File: src/include/p34_pkg.sv
// ****************************************************************
// port 3 / port 4 constants
// ****************************************************************
package p34_pkg;

  // register addresses on the special function register bus
  localparam logic [7:0] ADDR_PORT3_OUTPUT_MODE   = 8'hae;
  localparam logic [7:0] ADDR_PORT3_DATA          = 8'hb0;
  localparam logic [7:0] ADDR_PORT4_DATA          = 8'hb5;
  localparam logic [7:0] ADDR_PORT3_CROSSBAR_SKIP = 8'hd7;
  localparam logic [7:0] ADDR_PORT3_INPUT_MODE    = 8'hf4;

  // page that holds the configuration registers
  localparam logic [7:0] PAGE_CONFIG = 8'h0f;

  // bit address = byte address with the low three bits as bit index
  localparam logic [4:0] PORT3_BIT_GROUP = 5'h16;

  // reset values
  localparam logic [7:0] RST_PORT3_OUTPUT_MODE   = 8'h00;
  localparam logic [7:0] RST_PORT3_DATA          = 8'hff;
  localparam logic [7:0] RST_PORT4_DATA          = 8'hff;
  localparam logic [7:0] RST_PORT3_CROSSBAR_SKIP = 8'h00;
  localparam logic [7:0] RST_PORT3_INPUT_MODE    = 8'hff;
  localparam logic [7:0] RST_ZERO                = 8'h00;

  // output enable is active low: released pin
  localparam logic [7:0] OE_N_RELEASED = 8'hff;

endpackage

File: src/verilog/p34_pin_sync.sv
`timescale 1ns/1ps
// ****************************************************************
// two-stage synchroniser for asynchronous pin levels
// ****************************************************************
module p34_pin_sync #(
  parameter int WIDTH = 16
) (
  // clock and reset
  input  wire logic             mclk_in,
  input  wire logic             rst_n_in,
  // raw pin levels and synchronised copy
  input  wire logic [WIDTH-1:0] raw_in,
  output logic      [WIDTH-1:0] sync_out
);

  typedef struct packed {
    logic [WIDTH-1:0] meta;
    logic [WIDTH-1:0] stable;
  } p34_sync_state_t;

  p34_sync_state_t state_r;
  p34_sync_state_t state_nxt;

  // first stage feeds only the second stage
  always_comb begin
    state_nxt        = state_r;
    state_nxt.meta   = raw_in;
    state_nxt.stable = state_r.meta;
  end

  // reset to ones: idle pins sit high through the pull-ups
  always_ff @(posedge mclk_in or negedge rst_n_in) begin
    if (!rst_n_in) begin
      state_r <= '1;
    end else begin
      state_r <= state_nxt;
    end
  end

  assign sync_out = state_r.stable;

endmodule

File: src/verilog/p34_port.sv
`timescale 1ns/1ps
// ****************************************************************
// port 3 / port 4 pin logic and special function registers
// ****************************************************************

// Functional notes
// - data write loads pin output latch
// - data read returns sampled digital pin level
// - input-mode zero selects analog, one digital
// - analog pin loses pull-up and receiver
// - output-mode zero open-drain, one push-pull
// - output-mode ignored while pin is analog
// - skip bit hides pin from crossbar
// - port3 data in all pages, bit-addressable
// - port3 config registers only in config page
// - port4 data decodes in every page
module p34_port #(
  parameter int WIDTH = 8
) (
  // clock and reset
  input  wire logic             mclk_in,
  input  wire logic             rst_n_in,
  // special function register byte access
  input  wire logic [7:0]       sfr_addr_in,
  input  wire logic [7:0]       sfr_page_in,
  input  wire logic             sfr_wr_in,
  input  wire logic             sfr_rd_in,
  input  wire logic [7:0]       sfr_wdata_in,
  output logic      [7:0]       sfr_rdata_out,
  // special function register bit access
  input  wire logic [7:0]       bit_addr_in,
  input  wire logic             bit_wr_in,
  input  wire logic             bit_rd_in,
  input  wire logic             bit_wdata_in,
  output logic                  bit_rdata_out,
  // crossbar peripheral signals for port 3
  input  wire logic [WIDTH-1:0] xbar_en_in,
  input  wire logic [WIDTH-1:0] xbar_data_in,
  output logic      [WIDTH-1:0] port3_xbar_avail_out,
  output logic      [WIDTH-1:0] port3_pin_level_out,
  // port 3 pins
  input  wire logic [WIDTH-1:0] port3_pin_in,
  output logic      [WIDTH-1:0] port3_pin_out,
  output logic      [WIDTH-1:0] port3_pin_oe_n_out,
  output logic      [WIDTH-1:0] port3_pullup_en_out,
  output logic      [WIDTH-1:0] port3_rx_en_out,
  // port 4 pins, drive mode per pin from the port4_push_pull_in input
  input  wire logic [WIDTH-1:0] port4_push_pull_in,
  input  wire logic [WIDTH-1:0] port4_pin_in,
  output logic      [WIDTH-1:0] port4_pin_out,
  output logic      [WIDTH-1:0] port4_pin_oe_n_out
);

  typedef struct packed {
    logic [WIDTH-1:0] port3_data;
    logic [WIDTH-1:0] port4_data;
    logic [WIDTH-1:0] port3_input_mode;
    logic [WIDTH-1:0] port3_output_mode;
    logic [WIDTH-1:0] port3_crossbar_skip;
    logic [7:0]       rdata;
    logic             bit_rdata;
    logic [WIDTH-1:0] pin3_o;
    logic [WIDTH-1:0] pin3_oe_n;
    logic [WIDTH-1:0] pull3;
    logic [WIDTH-1:0] rx3;
    logic [WIDTH-1:0] level3;
    logic [WIDTH-1:0] avail3;
    logic [WIDTH-1:0] pin4_o;
    logic [WIDTH-1:0] pin4_oe_n;
  } p34_state_t;

  p34_state_t state_r;
  p34_state_t state_nxt;

  logic [2*WIDTH-1:0] pins_sync;
  logic [WIDTH-1:0]   pin3_sync;
  logic [WIDTH-1:0]   pin4_sync;

  // ****************************************************************
  // helpers
  // ****************************************************************

  // register that lives only in the configuration page
  function automatic logic cfg_hit(input logic [7:0] addr, input logic [7:0] page,
                                   input logic [7:0] target);
    cfg_hit = (addr == target) && (page == p34_pkg::PAGE_CONFIG);
  endfunction

  // pin driver: returns {level, oe_n}; open-drain only pulls low
  function automatic logic [1:0] drive(input logic value, input logic push_pull);
    if (push_pull || !value) begin
      drive = {value, 1'b0};
    end else begin
      drive = {1'b1, 1'b1};
    end
  endfunction

  // ****************************************************************
  // pin synchronisers
  // ****************************************************************

  // pins are asynchronous to mclk, so both ports pass two flops
  p34_pin_sync #(
    .WIDTH (2*WIDTH)
  ) u_sync (
    .mclk_in  (mclk_in),
    .rst_n_in (rst_n_in),
    .raw_in   ({port4_pin_in, port3_pin_in}),
    .sync_out (pins_sync)
  );

  assign pin3_sync = pins_sync[WIDTH-1:0];
  assign pin4_sync = pins_sync[2*WIDTH-1:WIDTH];

  // ****************************************************************
  // next-state logic
  // ****************************************************************

  always_comb begin
    logic [1:0]       drv;
    logic             value;
    logic             pp;
    logic [WIDTH-1:0] dig_level3;
    drv        = 2'b00;
    value      = 1'b0;
    pp         = 1'b0;
    state_nxt  = state_r;
    // analog pins read as zero since their receiver is off
    dig_level3 = pin3_sync & state_r.port3_input_mode;

    // byte writes; data registers decode in every page
    if (sfr_wr_in) begin
      if (sfr_addr_in == p34_pkg::ADDR_PORT3_DATA) begin
        state_nxt.port3_data = sfr_wdata_in[WIDTH-1:0];
      end
      if (sfr_addr_in == p34_pkg::ADDR_PORT4_DATA) begin
        state_nxt.port4_data = sfr_wdata_in[WIDTH-1:0];
      end
      if (cfg_hit(sfr_addr_in, sfr_page_in, p34_pkg::ADDR_PORT3_INPUT_MODE)) begin
        state_nxt.port3_input_mode = sfr_wdata_in[WIDTH-1:0];
      end
      if (cfg_hit(sfr_addr_in, sfr_page_in, p34_pkg::ADDR_PORT3_OUTPUT_MODE)) begin
        state_nxt.port3_output_mode = sfr_wdata_in[WIDTH-1:0];
      end
      if (cfg_hit(sfr_addr_in, sfr_page_in, p34_pkg::ADDR_PORT3_CROSSBAR_SKIP)) begin
        state_nxt.port3_crossbar_skip = sfr_wdata_in[WIDTH-1:0];
      end
    end

    // single-bit write to the port 3 latch, any page
    if (bit_wr_in && (bit_addr_in[7:3] == p34_pkg::PORT3_BIT_GROUP)) begin
      state_nxt.port3_data[bit_addr_in[2:0]] = bit_wdata_in;
    end

    // byte reads; unmapped addresses answer zero
    if (sfr_rd_in) begin
      state_nxt.rdata = p34_pkg::RST_ZERO;
      if (sfr_addr_in == p34_pkg::ADDR_PORT3_DATA) begin
        state_nxt.rdata = dig_level3;
      end else if (sfr_addr_in == p34_pkg::ADDR_PORT4_DATA) begin
        state_nxt.rdata = pin4_sync;
      end else if (cfg_hit(sfr_addr_in, sfr_page_in, p34_pkg::ADDR_PORT3_INPUT_MODE)) begin
        state_nxt.rdata = state_r.port3_input_mode;
      end else if (cfg_hit(sfr_addr_in, sfr_page_in, p34_pkg::ADDR_PORT3_OUTPUT_MODE)) begin
        state_nxt.rdata = state_r.port3_output_mode;
      end else if (cfg_hit(sfr_addr_in, sfr_page_in,
                           p34_pkg::ADDR_PORT3_CROSSBAR_SKIP)) begin
        state_nxt.rdata = state_r.port3_crossbar_skip;
      end
    end

    // single-bit read of a port 3 pin
    if (bit_rd_in) begin
      state_nxt.bit_rdata = 1'b0;
      if (bit_addr_in[7:3] == p34_pkg::PORT3_BIT_GROUP) begin
        state_nxt.bit_rdata = dig_level3[bit_addr_in[2:0]];
      end
    end

    // port 3 pin drivers from the registered configuration
    for (int i = 0; i < WIDTH; i++) begin
      // crossbar owns a digital, non-skipped pin that it enables
      if (state_r.port3_input_mode[i] && !state_r.port3_crossbar_skip[i]
          && xbar_en_in[i]) begin
        value = xbar_data_in[i];
      end else begin
        value = state_r.port3_data[i];
      end
      // analog pin: output-mode ignored, held open-drain
      pp  = state_r.port3_input_mode[i] & state_r.port3_output_mode[i];
      drv = drive(value, pp);
      state_nxt.pin3_o[i]    = drv[1];
      state_nxt.pin3_oe_n[i] = drv[0];
    end

    // analog pins lose weak pull-up and digital receiver
    state_nxt.pull3  = state_r.port3_input_mode;
    state_nxt.rx3    = state_r.port3_input_mode;
    state_nxt.level3 = dig_level3;
    state_nxt.avail3 = ~state_r.port3_crossbar_skip;

    // port 4 pin drivers from its latch
    for (int i = 0; i < WIDTH; i++) begin
      drv = drive(state_r.port4_data[i], port4_push_pull_in[i]);
      state_nxt.pin4_o[i]    = drv[1];
      state_nxt.pin4_oe_n[i] = drv[0];
    end
  end

  // ****************************************************************
  // state register
  // ****************************************************************

  // pins come out of reset released, pull-ups on, receivers on
  always_ff @(posedge mclk_in or negedge rst_n_in) begin
    if (!rst_n_in) begin
      state_r.port3_data          <= p34_pkg::RST_PORT3_DATA;
      state_r.port4_data          <= p34_pkg::RST_PORT4_DATA;
      state_r.port3_input_mode    <= p34_pkg::RST_PORT3_INPUT_MODE;
      state_r.port3_output_mode   <= p34_pkg::RST_PORT3_OUTPUT_MODE;
      state_r.port3_crossbar_skip <= p34_pkg::RST_PORT3_CROSSBAR_SKIP;
      state_r.rdata               <= p34_pkg::RST_ZERO;
      state_r.bit_rdata           <= 1'b0;
      state_r.pin3_o              <= p34_pkg::RST_PORT3_DATA;
      state_r.pin3_oe_n           <= p34_pkg::OE_N_RELEASED;
      state_r.pull3               <= p34_pkg::RST_PORT3_INPUT_MODE;
      state_r.rx3                 <= p34_pkg::RST_PORT3_INPUT_MODE;
      state_r.level3              <= p34_pkg::RST_ZERO;
      state_r.avail3              <= ~p34_pkg::RST_PORT3_CROSSBAR_SKIP;
      state_r.pin4_o              <= p34_pkg::RST_PORT4_DATA;
      state_r.pin4_oe_n           <= p34_pkg::OE_N_RELEASED;
    end else begin
      state_r <= state_nxt;
    end
  end

  // ****************************************************************
  // outputs, all straight from flops
  // ****************************************************************

  assign sfr_rdata_out        = state_r.rdata;
  assign bit_rdata_out        = state_r.bit_rdata;
  assign port3_xbar_avail_out = state_r.avail3;
  assign port3_pin_level_out  = state_r.level3;
  assign port3_pin_out        = state_r.pin3_o;
  assign port3_pin_oe_n_out   = state_r.pin3_oe_n;
  assign port3_pullup_en_out  = state_r.pull3;
  assign port3_rx_en_out      = state_r.rx3;
  assign port4_pin_out        = state_r.pin4_o;
  assign port4_pin_oe_n_out   = state_r.pin4_oe_n;

endmodule

File: config.mk
export PLATFORM = sky130hd
export DESIGN_NAME = p34_port
export DESIGN_NICKNAME = d
export VERILOG_FILES = /design/src/include/p34_pkg.sv /design/src/verilog/p34_pin_sync.sv /design/src/verilog/p34_port.sv
export SDC_FILE = /design/constraint.sdc
export NUM_CORES = 1
export LEC_CHECK = 0
export BUFFER_PORTS_ARGS = -buffer_cell sky130_fd_sc_hd__buf_2
export CAP_MARGIN = 20
export CORE_ASPECT_RATIO = 1.75
export CORE_MARGIN = 2
export CORE_UTILIZATION = 40
export DETAILED_ROUTE_END_ITERATION = 7
export PLACE_DENSITY = 0.61
export SETUP_SLACK_MARGIN = 0.2
export SLEW_MARGIN = 20
export SYNTH_ARGS = -nofsm -noshare
export SYNTH_HDL_FRONTEND = slang
export SYNTH_SLANG_ARGS = --single-unit
File: constraint.sdc
create_clock -name mclk_in -period 1.4 [get_ports mclk_in]
set_input_delay 0.14 -clock mclk_in [delete_from_list [all_inputs] [get_ports mclk_in]]
set_output_delay 0.14 -clock mclk_in [all_outputs]
set_load 0.03 [all_outputs]
# ---- Yosys cells after proc, flatten, opt, wreduce, memory -nomap -nowiden
# Cells that the tools add are included.
dict set report op_classes {
  magnitude_cmp 2
  n_eq_ne 7
  n_mux 42
  n_bitwise 10
  reduce_logical 65
}
# cell count
set ops {}
lappend ops {{$mux 8} 11}
lappend ops {{$eq 8x8->1 const B} 5}
lappend ops {{$mux 40} 1}
lappend ops {{$mux 2} 16}
lappend ops {{$logic_not 1->1} 24}
lappend ops {{$logic_and 1x1->1} 21}
lappend ops {{$logic_or 1x1->1} 16}
lappend ops {{$mux 1} 11}
lappend ops {{$and 1x1->1} 8}
lappend ops {{$and 8x8->8} 1}
lappend ops {{$bwmux 8} 1}
lappend ops {{$eq 8x4->1 const B} 1}
lappend ops {{$not 8->8} 1}
lappend ops {{$reduce_and 2->1} 4}
lappend ops {{$eq 5x5->1 const B} 1}
lappend ops {{$lt 3x4->1 const B} 1}
lappend ops {{$bmux 1 s3} 1}
lappend ops {{$demux 1 s3} 1}
lappend ops {{$ge 3x1->1 const B} 1}
dict set report word_totals {
  register_bits 137
  input_bits 79
  out_inout_bits 73
  wordCells 142
}

# ---- Logic depth before layout (Yosys ltp)
# Gate-level depths: netlist of run 1.
dict set report logic_depth {
  word_depth 7
  mapped_depth 5
  ltp_nobuf 4
}

# ---- Hierarchy
# From an unflattened synthesis of run 1, not the netlist that was laid out.
dict set report unflattened {
  hier_cells 454
  hier_area_um2 5979.5
}
# mod n_inst cells_per_inst area_each_um2 seq_area_each_um2
set modules_own_cells {}
lappend modules_own_cells {p34_port 1 422 5138.7 2717.6}
lappend modules_own_cells {p34_pin_sync 1 32 840.8 840.8}

# ---- Worst setup path before layout of run 1
# Ideal clock, no wire load.
dict set report synth_path {
  path_type {input -> register}
  from {in sfr_page_in[5]}
  to {reg state_r, in the netlist state_nxt[32]}
  setup_ps 82
  arrival_ps 1577
  required_ps 1318
  slack_ps -259
  cell_stages 5
  path_buffers 1
  path_cell_list {or4_4 -> nor3_4 -> and3_2 -> buf_2 -> mux2_2}
}
dict set report synth_between {
  elab_chain_len 3
}
# item line_no
set synth_rtl {}
lappend synth_rtl {{start: declaration} p34_port.sv:25} ;# input wire logic [7:0] sfr_page_in,
lappend synth_rtl {{$eq 8x4->1} p34_port.sv:86} ;# cfg_hit = (addr == target) && (page == p34_pkg::PAGE_CONFIG);
lappend synth_rtl {{$logic_and 1x1->1} p34_port.sv:86}
lappend synth_rtl {{$reduce_and 2->1 (no line)} --}
lappend synth_rtl {{end signal: assignment} p34_port.sv:233} ;# state_r <= state_nxt;
lappend synth_rtl {{end: declaration} p34_port.sv:72} ;# p34_state_t state_r;
# No other way between the ends.
# A chain may end at the register's enable or synchronous reset.

# ---- Final worst setup path of run 1
dict set report layout_path {
  from {in sfr_page_in[5]}
  to {reg state_r[86] in the netlist's numbering}
}
# Same word-level chain as after synthesis.

==> flow_metrics.tcl, run 1 <==
set metrics [dict create \
    status "completed" \
    worst_pin_slew_ps 433.1 \
    die_area_mm2 0.01571 \
    finalHoldViolations 0 \
    finalSetupTns_ps 0 \
    synth_nets 526 \
    initial_core_util_pct 40.89 \
    netlist_area_mm2 0.005876 \
    rsz0062_at_grt "true" \
    die_x_um 95.62 \
    port_buffers 151 \
    yosysSeqAreaShare_pct 60.56 \
    crit_top_cell "buf_6" \
    synth_top_cell_by_area "dfstp_2" \
    ys_ff_latch 137 \
    setup.worst_path.end_class "flop" \
    yosysMostFrequentCell "dfstp_2" \
    cp-startpoint "sfr_page_in[5]" \
    setup_slack_ps 98.04 \
    critical-path-max-stage-delay_ps 550 \
    cts.sinks 137 \
    dp_worst_setup_slack_ps -402.9 \
    dieHeight_um 164.3 \
    antenna_found_initial 0 \
    critPathMaxFanout 8 \
    synth_area_leaders "dfstp_2 (47%), dfrtp_1 (14%), mux2_2 (11%), buf_4 (9.2%), nand3_1 (2.0%)" \
    fin_cells 801 \
    grt_use_total_pct 18.84 \
    setup_viol 0 \
    rrSetupSlack_ps 110 \
    power_density_mw_per_mm2 1195 \
    ys.flop_type "dfstp_2" \
    critPathTopFamily "simple AND/OR/NAND/NOR gates" \
    cts_root_buffer "clkbuf_16" \
    areaGrowthSynthToFinish_pct 38.44 \
    drc 0 \
    cp_data_required_time_ps 1700 \
    r2r-start "state_nxt[36]$_DFFE_PN1P_" \
    cap_violations 0 \
    final_layout_size_suffix_gt1_share_pct 66.99 \
    place_congestion 0.8308 \
    hp-class "primary input to flop" \
    fmax_mhz 768.1 \
    io_pins 152 \
    netlist-cell-type-count 40 \
    synth-edff-count 0 \
    finalWirelength_um 14210 \
    drtIter0Drc 182 \
    vdd_drop_max_mv 0.8785 \
    final.period_utilization_pct 93.00 \
    place_inst 722 \
    clk_pin_slew_ps 60 \
    via_per_inst 4.984 \
    fin_crit_ps 1302 \
    row_count 58 \
    synth_commonest_cells "dfstp_2 (104), buf_4 (72), mux2_2 (56)" \
    dpl.hpwl_um 10050 \
    avgSynthCellArea_um2 13.14 \
    ys_async_sr_fraction_pct 100.0 \
    core_area_mm2 0.01437 \
    report.final.slew_viol_count 0 \
    synth_top_area_share_pct 46.51 \
    final_area_mm2 0.008134 \
    wl_per_cell_um 17.74 \
    detail-route-antenna-nets 0 \
    cts_tree "yes" \
    clockBufferDepth 2 \
    relSlewSlack_pct 71.13 \
    hold_start "sfr_wdata_in[1]" \
    worstSkewPairLatency_ps 410 \
    htreeDepth 4 \
    start_kind "primary input" \
    grt_pass1_wl_um 21980 \
    crit_buf_inv 2 \
    placed_area_mm2 0.006588 \
    arrival_ps 1600 \
    dr.pass1.iters 4 \
    grt_pass1_vias 4272 \
    final_nets 687 \
    grt_max_degree 43 \
    syn_inst 447 \
    overflow 0 \
    yosys_warnings 0 \
    critPathKind "primary input to flop" \
    n_fill_cell 1172 \
    path_cells "buf_6 > or4_4 > nor3_4 > buf_6 > nand4_4 > mux2_2" \
    cts_buffers 17 \
    cp_slowest_cell "or4_4" \
    insertedDiodeCount 0 \
    leakagePower_uw 0.003646 \
    num_vias 3992 \
    finClkSkew_ps 4.431 \
]
-- where the power goes --
part           total (uW)  leakage (uW)  switching, uW  internal [uW]
Sequential           4310       0.00153           81.4           4230
Combinational         924       0.00182            481            443
Clock                4490      0.000291           1660           2830
Total                9720       0.00365           2220           7500
-- metrics by stage --
step / total power (uW) / utilization (%) / hold WS (ps)
floorplan: 4810 / - / -155.6
global placement: 5092 / 45.85 / 16.87
detailed placement: 5111 / 45.85 / 24.04
CTS: 9821 / 56.13 / 30.32
global route: 10090 / 56.61 / 35.45
finish: 9724 / 56.61 / 40.56
-- state kept, by name (all words and copies together) (netlist names) --
signal                cells
port4_pin_out             8
port3_pin_out             8
port3_xbar_avail_out      8
u_sync.sync_out          16
bit_rdata_out             1
port3_pin_oe_n_out        8
port3_rx_en_out           8
port3_pin_level_out       8
state_r                  32
sfr_rdata_out             8
u_sync.state_nxt         16
port4_pin_oe_n_out        8
state_nxt                 8
-- cells by family (layout without fill, tap and decap cells) --
kind of cell           count (synthesis)  count (layout)  share of synthesized area (%)
AO/OA/AOI/OAI                         53              53                          5.813
buffers and inverters                104             278                          11.41
AND/OR/NAND/NOR                       97              97                          11.48
multiplexers                          56              56                          10.73
flip-flops                           137             137                          60.56
-- cells in the final DEF, fill, tap and decap left out, types with 10 or more instances in the layout --
master,instances
buf_2,93
buf_4,40
buf_6,60
clkbuf_16,19
dfrtp_1,33
dfstp_2,104
dlygate4sd3_1,35
inv_1,15
mux2_2,39
mux2_4,17
nand3_1,18
nor2b_1,10
-- final cells by class --
type	count	area, um^2	share of cell area [%]
clock inverter	10	113.9	1.400
clock buffer	22	486.7	5.984
sequential	137	3558	43.75
inverter	15	56.30	0.6922
tap	180	225.2	2.769
timing repair buffer	231	1852	22.77
multi-input combinational	206	1842	22.64
-- worst paths after layout --
kind                                                     to  depth (start not counted)
hold reg to reg                u_sync.sync_out[7]$_DFF_PN1_                          0
min in group asynchronous  port3_pin_level_out[7]$_DFF_PN0_                          2
hold / removal                      state_r[98]$_DFFE_PN1P_                          2
max in group asynchronous        port3_pin_out[4]$_DFF_PN1_                          3
setup reg to reg               sfr_rdata_out[4]$_DFFE_PN0P_                          3
setup / recovery                    state_r[86]$_DFFE_PN0P_                          6
-- routing by layer --
| metal | track usage [%] | vias up | part of all wire (%) |
|---|---|---|---|
| met3 | 3.991 | 28 | 5.1 |
| met5 | 0 | - | 0 |
| li1 | - | 1809 | - |
| met2 | 33.66 | 153 | 56 |
| met1 | 21.32 | 2002 | 37 |
| met4 | 7.792 | 0 | 2.1 |
-- what timing repair did --
action | 4_1_cts | 5_1_grt
setup endpoints to repair | 95 | 98
resized for setup | 140 | 16
hold buffers | 35 | 0
setup buffers | 10 | 2
endpoints found under the hold margin | 81 | 0
pin swaps | 8 | 7
cloned | 0 | 0
(Power assumes the default switching activity.)
==> inputs of run 2 (changes only) <==
--- a/config.mk
+++ b/config.mk
@@ -5,6 +5,7 @@
 export SDC_FILE = /design/constraint.sdc
 export NUM_CORES = 1
 export LEC_CHECK = 0
+export ABC_AREA = 1
 export BUFFER_PORTS_ARGS = -buffer_cell sky130_fd_sc_hd__buf_2
 export CAP_MARGIN = 20
 export CORE_ASPECT_RATIO = 1.75
==> run 2 against run 1 <==
  * Final area fell by 5.8%
  * Wire length decreased by 9.3%
  * Fmax is 5.3% higher
  * Clock power decreased by 5.3%
  * Worst hold slack worse by 26 ps
  * Synthesized cell count increased by 35%
  * Via count is 5.7% higher
  * Sequential share of layout area up 2.7 points
  * Count of clock-buffer cells in the layout unchanged
  * Critical path type is now flop to output port
  * Critical endpoint is now port3_rx_en_out[7]
==> flow_metrics.tcl, run 2 <==
set metrics [dict create \
    start_kind "flop" \
    final.period_utilization_pct 88.31 \
    fmax_mhz 808.8 \
    dp_worst_setup_slack_ps 10.62 \
    drtIter0Drc 181 \
    regArea_mm2 0.003558 \
    dr.pass1.iters 7 \
    rrSetupSlack_ps 190 \
    cts_tree "yes" \
    synth_nets 684 \
    timing.rr.end "bit_rdata_out$_DFFE_PN0P_" \
    mostFrequentLayoutCells "nand2_1 (148), dfstp_2 (104), buf_2 (94)" \
    cp_slowest_cell "dfstp_2" \
    cp_data_required_time_ps 1260 \
    yosysMostFrequentCell "nand2_1" \
    cts.sinks 137 \
    worst_pin_slew_ps 354.3 \
    final_layout_size_suffix_gt1_share_pct 43.28 \
    yosys_warnings 0 \
    synth_top_cell_by_area "dfstp_2" \
    clockBufferDepth 2 \
    netlist-cell-type-count 30 \
    power_density_mw_per_mm2 1211 \
    dieHeight_um 164.0 \
    areaGrowthSynthToFinish_pct 30.86 \
    synth_commonest_cells "nand2_1 (148), dfstp_2 (104), buf_4 (72)" \
    holdPathStages 3 \
    relSlewSlack_pct 76.38 \
    drc 0 \
    grt_use_total_pct 17.88 \
    critPathTopFamily "flip-flops" \
    worst_hold_path.endpoint "port3_pin_out[3]$_DFF_PN1_" \
    multiInputGateArea_mm2 0.001390 \
    worst_r2r_path_depth 6 \
    fin_crit_ps 1236 \
    finalSetupTns_ps 0 \
    finalHoldViolations 0 \
    htreeDepth 4 \
    final_nets 818 \
    place_congestion 0.8524 \
    setup.worst_path.end_class "output port" \
    yosysSeqAreaShare_pct 60.78 \
    layout_commonest_cell "nand2_1" \
    cts_root_buffer "clkbuf_16" \
    r2r-start "state_nxt[37]$_DFFE_PN1P_" \
    wl_per_cell_um 13.82 \
    ys_ff_latch 137 \
    core_area_mm2 0.01437 \
    io_pins 152 \
    detail-route-antenna-nets 0 \
    critPathMaxFanout 2 \
    via_per_inst 4.523 \
    row_count 58 \
    overflow 0 \
    initial_core_util_pct 40.74 \
    worstSkewPairLatency_ps 410 \
    finClkSkew_ps 7.538 \
    synth_top_area_share_pct 46.68 \
    leakagePower_uw 0.003699 \
    n_fill_cell 1311 \
    report.final.slew_viol_count 0 \
    netlist_area_mm2 0.005854 \
    die_x_um 95.45 \
    arrival_ps 1100 \
    critPathKind "flop to output port" \
    ys.flop_type "dfstp_2" \
    finalWirelength_um 12890 \
    critical-path-max-stage-delay_ps 550 \
    port_buffers 151 \
    synth_area_leaders "dfstp_2 (47%), dfrtp_1 (14%), nand2_1 (9.5%), buf_4 (9.2%), inv_1 (4.6%)" \
    path_cells "buf_6" \
    status "completed" \
    antenna_found_initial 2 \
    regMostFlops "state_r" \
    avgSynthCellArea_um2 9.677 \
    clk_pin_slew_ps 60 \
    grt_pass1_wl_um 21090 \
    syn_inst 605 \
    rsz0062_at_grt "true" \
    cp_num_cells 1 \
    dpl.hpwl_um 9524 \
    cap_violations 0 \
    largest_reg_flops 32 \
    num_vias 4220 \
    setup_slack_ps 163.6 \
    die_area_mm2 0.01566 \
    cts_buffers 17 \
    grt_pass1_vias 4449 \
    hp-class "primary input to flop" \
    ys_async_sr_fraction_pct 100.0 \
    hold_start "xbar_data_in[3]" \
    grt_max_degree 44 \
    crit_buf_inv 1 \
    vdd_drop_max_mv 0.8560 \
    synth-edff-count 0 \
    setup_viol 0 \
]
-- run 2: changes by cell type after synthesis, sizes merged, moves of 9 or more --
| cell | change |
|---|---|
| nor2 | +38 |
| nor2b | -10 |
| nand3 | +19 |
| mux2 | -55 |
| nor4bb | -9 |
| o21ai | +42 |
| o22ai | -9 |
| inv | +59 |
| nand2 | +140 |
-- run 2: area by class of cell --
type,count,area share (%)
diodes,2,0.06533
clock buffers,22,6.206
clock inverters,9,1.176
inverters,75,3.707
multi-input cells,304,18.14
flip-flops and latches,137,46.45
well taps,180,2.940
repair buffers,204,21.31
-- run 2: power breakdown --
part / switching, uW / internal (uW) / leakage [uW]
Clock: 1660 / 2590 / 0.000268
Combinational: 415 / 335 / 0.00189
Sequential: 63.3 / 4210 / 0.00154
-- run 2: metal layers --
metal	global-route usage (%)	routed length [um]	vias up	share of wire (%)
met5	0	0	-	0
li1	-	-	2062	-
met1	19.11	4793	1990	37
met3	4.862	599	28	4.6
met4	8.896	404	0	3.1
met2	31.75	7095	140	55
-- run 2: timing repair --
action / in CTS / in global routing
hold endpoints to repair: 100 / 1
endpoints found under the setup margin: 57 / 63
hold buffers: 33 / 1
gates resized for setup: 107 / 14
gates cloned: 0 / 0
buffers inserted: 2 / 2
pin swaps: 0 / 2
-- run 2: through the flow --
step                hold slack [ps]  cells  util [%]  total power [uW]  cell area, um^2
global route                  47.98    933     53.32              9655             7661
global placement              59.60    862     44.22              4910             6354
CTS                           4.429    928     52.84              9381             7592
floorplan                    -155.6    605         -              4678             5854
finish                        14.40    933     53.32              9275             7661
detailed placement            66.49    862     44.22              4930             6354
-- run 2: cells by family after synthesis --
family          after synthesis  share of synthesized area (%)
simple gates                241                          17.85
flops                       137                          60.78
buf+inv                     164                          15.75
compound gates               62                          5.428
mux                           1                         0.1923
-- run 2: how the worst max path moves through the flow --
stage / start / endpoint
finish: port3_rx_en_out[7]$_DFF_PN1_ / port3_rx_en_out[7]
CTS: port3_rx_en_out[7]$_DFF_PN1_ / port3_rx_en_out[7]
detailed placement: sfr_addr_in[2] / sfr_rdata_out[7]$_DFFE_PN0P_
global route: state_nxt[37]$_DFFE_PN1P_ / bit_rdata_out$_DFFE_PN0P_
global placement: sfr_addr_in[2] / sfr_rdata_out[5]$_DFFE_PN0P_
floorplan: state_nxt[37]$_DFFE_PN1P_ / bit_rdata_out$_DFFE_PN0P_
==> inputs of run 3 (changes only) <==
==> constraint.sdc (replaced) <==
create_clock -name mclk_in -period 1.4 [get_ports mclk_in]
set_input_delay 0.14 -clock mclk_in [delete_from_list [all_inputs] [get_ports mclk_in]]
set_output_delay 0.14 -clock mclk_in [all_outputs]
set_load 0.005 [all_outputs]
==> run 3 against run 2 <==
  * The run now ends with hold timing left
  * Count of clock-buffer cells in the layout unchanged
  * Combinational power shrank 23%
  * Clock skew fell by 2.4 ps
  * Critical path type is now flop to flop
  * Largest power group unchanged
==> flow_metrics.tcl, run 3 (synthesis results as in run 2) <==
set metrics [dict create \
    row_count 58 \
    mostFrequentLayoutCells "nand2_1 (148), buf_2 (128), dfstp_2 (104)" \
    power_density_mw_per_mm2 1221 \
    regMostFlops "state_r" \
    clk_pin_slew_ps 60 \
    core_area_mm2 0.01437 \
    overflow 0 \
    areaGrowthSynthToFinish_pct 27.01 \
    cts_root_buffer "clkbuf_16" \
    start_kind "flop" \
    finClkSkew_ps 5.135 \
    final_nets 817 \
    p_comb_share_pct 6.3 \
    clkPwrFrac_pct 46.8 \
    antenna_found_initial 1 \
    drc 0 \
    htreeDepth 4 \
    cap_violations 0 \
    finalSetupTns_ps 0 \
    setup.worst_path.end_class "flop" \
    crit_buf_inv 0 \
    place_congestion 0.8524 \
    rrSetupSlack_ps 200 \
    detail-route-antenna-nets 0 \
    cts_buffers 17 \
    netSwitchingFraction_pct 22.06 \
    crit_top_cell "nand2_1" \
    grt_pass1_wl_um 20520 \
    setup_viol 0 \
    worst_pin_slew_ps 355.6 \
    p_sw_uw 2003 \
    power_frac_seq_pct 46.9 \
    finalWirelength_um 12640 \
    worst_r2r_path_depth 6 \
    report.final.slew_viol_count 0 \
    initial_core_util_pct 40.74 \
    dieHeight_um 164.0 \
    die_area_mm2 0.01566 \
    num_vias 4176 \
    clockBufferDepth 2 \
    drtIter0Drc 158 \
    hp-class "primary input to flop" \
    dpl.hpwl_um 9524 \
    cts_tree "yes" \
    cp_slowest_cell "dfstp_2" \
    worstSkewPairLatency_ps 410 \
    largest_reg_flops 32 \
    timing.rr.end "bit_rdata_out$_DFFE_PN0P_" \
    critPathKind "flop to flop" \
    r2r-start "state_nxt[37]$_DFFE_PN1P_" \
    layout_commonest_cell "nand2_1" \
    vdd_drop_max_mv 0.8563 \
    finalHoldViolations 1 \
    port_buffers 151 \
    grt_use_total_pct 17.38 \
    final_layout_size_suffix_gt1_share_pct 43.33 \
    critPathTopFamily "flip-flops" \
    dr.pass1.iters 4 \
    path_cells "nand2_1 > o21ai_2 > a21oi_1 > nor3_1 > nand4_1 > nand2_1" \
    critPathMaxFanout 2 \
    leakagePower_uw 0.003653 \
    status "finished, violations left" \
    rsz0062_at_grt "true" \
    final.period_utilization_pct 85.93 \
    via_per_inst 4.485 \
    critical-path-max-stage-delay_ps 540 \
    wl_per_cell_um 13.58 \
    die_x_um 95.45 \
    cp_data_required_time_ps 1750 \
    endpoint "bit_rdata_out$_DFFE_PN0P_" \
    cp_num_cells 6 \
    whs_ps -3.922 \
    cts.sinks 137 \
    p_int_uw 7077 \
    grt_pass1_vias 4327 \
    io_pins 152 \
    grt_max_degree 44 \
    finalPower_uw 9080 \
    arrival_ps 1560 \
    fin_crit_ps 1203 \
    relSlewSlack_pct 76.29 \
    fmax_mhz 831.3 \
    violations "hold timing" \
    cp-startpoint "state_nxt[37]$_DFFE_PN1P_" \
]
[run 3: changes by cell type in the layout (fill, tap and decap cells not counted)]
cell,delta
diode_2,-1
buf_2,+34
dlygate4sd3_1,-1
buf_6,-34
[run 3: metrics by stage]
step | setup slack [ps] | util, % | cell area, um^2 | cells | hold WS (ps)
detailed placement | 10.62 | 44.22 | 6354 | 862 | 66.49
global placement | 54.92 | 44.22 | 6354 | 862 | 59.60
CTS | 167.7 | 50.60 | 7271 | 928 | 4.429
finish | 197.0 | 51.75 | 7436 | 931 | -3.922
floorplan | 243.6 | - | 5854 | 605 | -155.6
global route | 95.71 | 51.75 | 7436 | 931 | -2.012
[run 3: per-layer routing]
layer	global-route usage, %	vias to the layer above	wire, um
met2	30.83	139	6896
met5	0	-	0
li1	-	2059	-
met3	4.450	29	646
met4	8.701	0	399
met1	18.77	1949	4701
[run 3: what timing repair did]
action,in CTS,in global routing
endpoints found under the setup margin,7,36
hold buffers,33,0
setup buffers,2,2
pin swaps,0,2
resized for setup,2,29
endpoints found under the hold margin,100,0
[run 3: cell type report]
class	instances	area (um^2)
antenna	1	2.502
clock buffer	22	475.5
clock inverter	9	90.09
fill	1345	6933
inverter	75	284.0
multi-input combinational	304	1390
sequential	137	3558
tap	180	225.2
timing repair buffer	203	1410
[run 3: power by group through the flow]
stage               registers (uW)  logic (uW)  clock network [uW]
finish                        4260         575                4250
global route                  4270         659                4530
CTS                           4260         570                4350
detailed placement            4320         496                   0
global placement              4310         482                   0
floorplan                     4300         257                   0
[run 3: how the worst min path moves through the flow]
stage	startpoint	end	slack [ps]	cells after the start
2_1_floorplan	rst_n_in	bit_rdata_out$_DFFE_PN0P_	-160	0
3_3_place_gp	rst_n_in	port3_pin_level_out[6]$_DFF_PN0_	60	1
3_5_place_dp	rst_n_in	port3_pin_level_out[7]$_DFF_PN0_	70	1
4_1_cts	xbar_data_in[3]	port3_pin_out[3]$_DFF_PN1_	4	3
5_1_grt	xbar_data_in[1]	port3_pin_out[1]$_DFF_PN1_	-2	3
6_report	xbar_data_in[1]	port3_pin_out[1]$_DFF_PN1_	-4	3
[run 3: tightest hold or removal path: cells and delay by family]
kind | cells | cell delay, ps
buffers and inverters | 2 | 160
AO/OA/AOI/OAI | 1 | 70
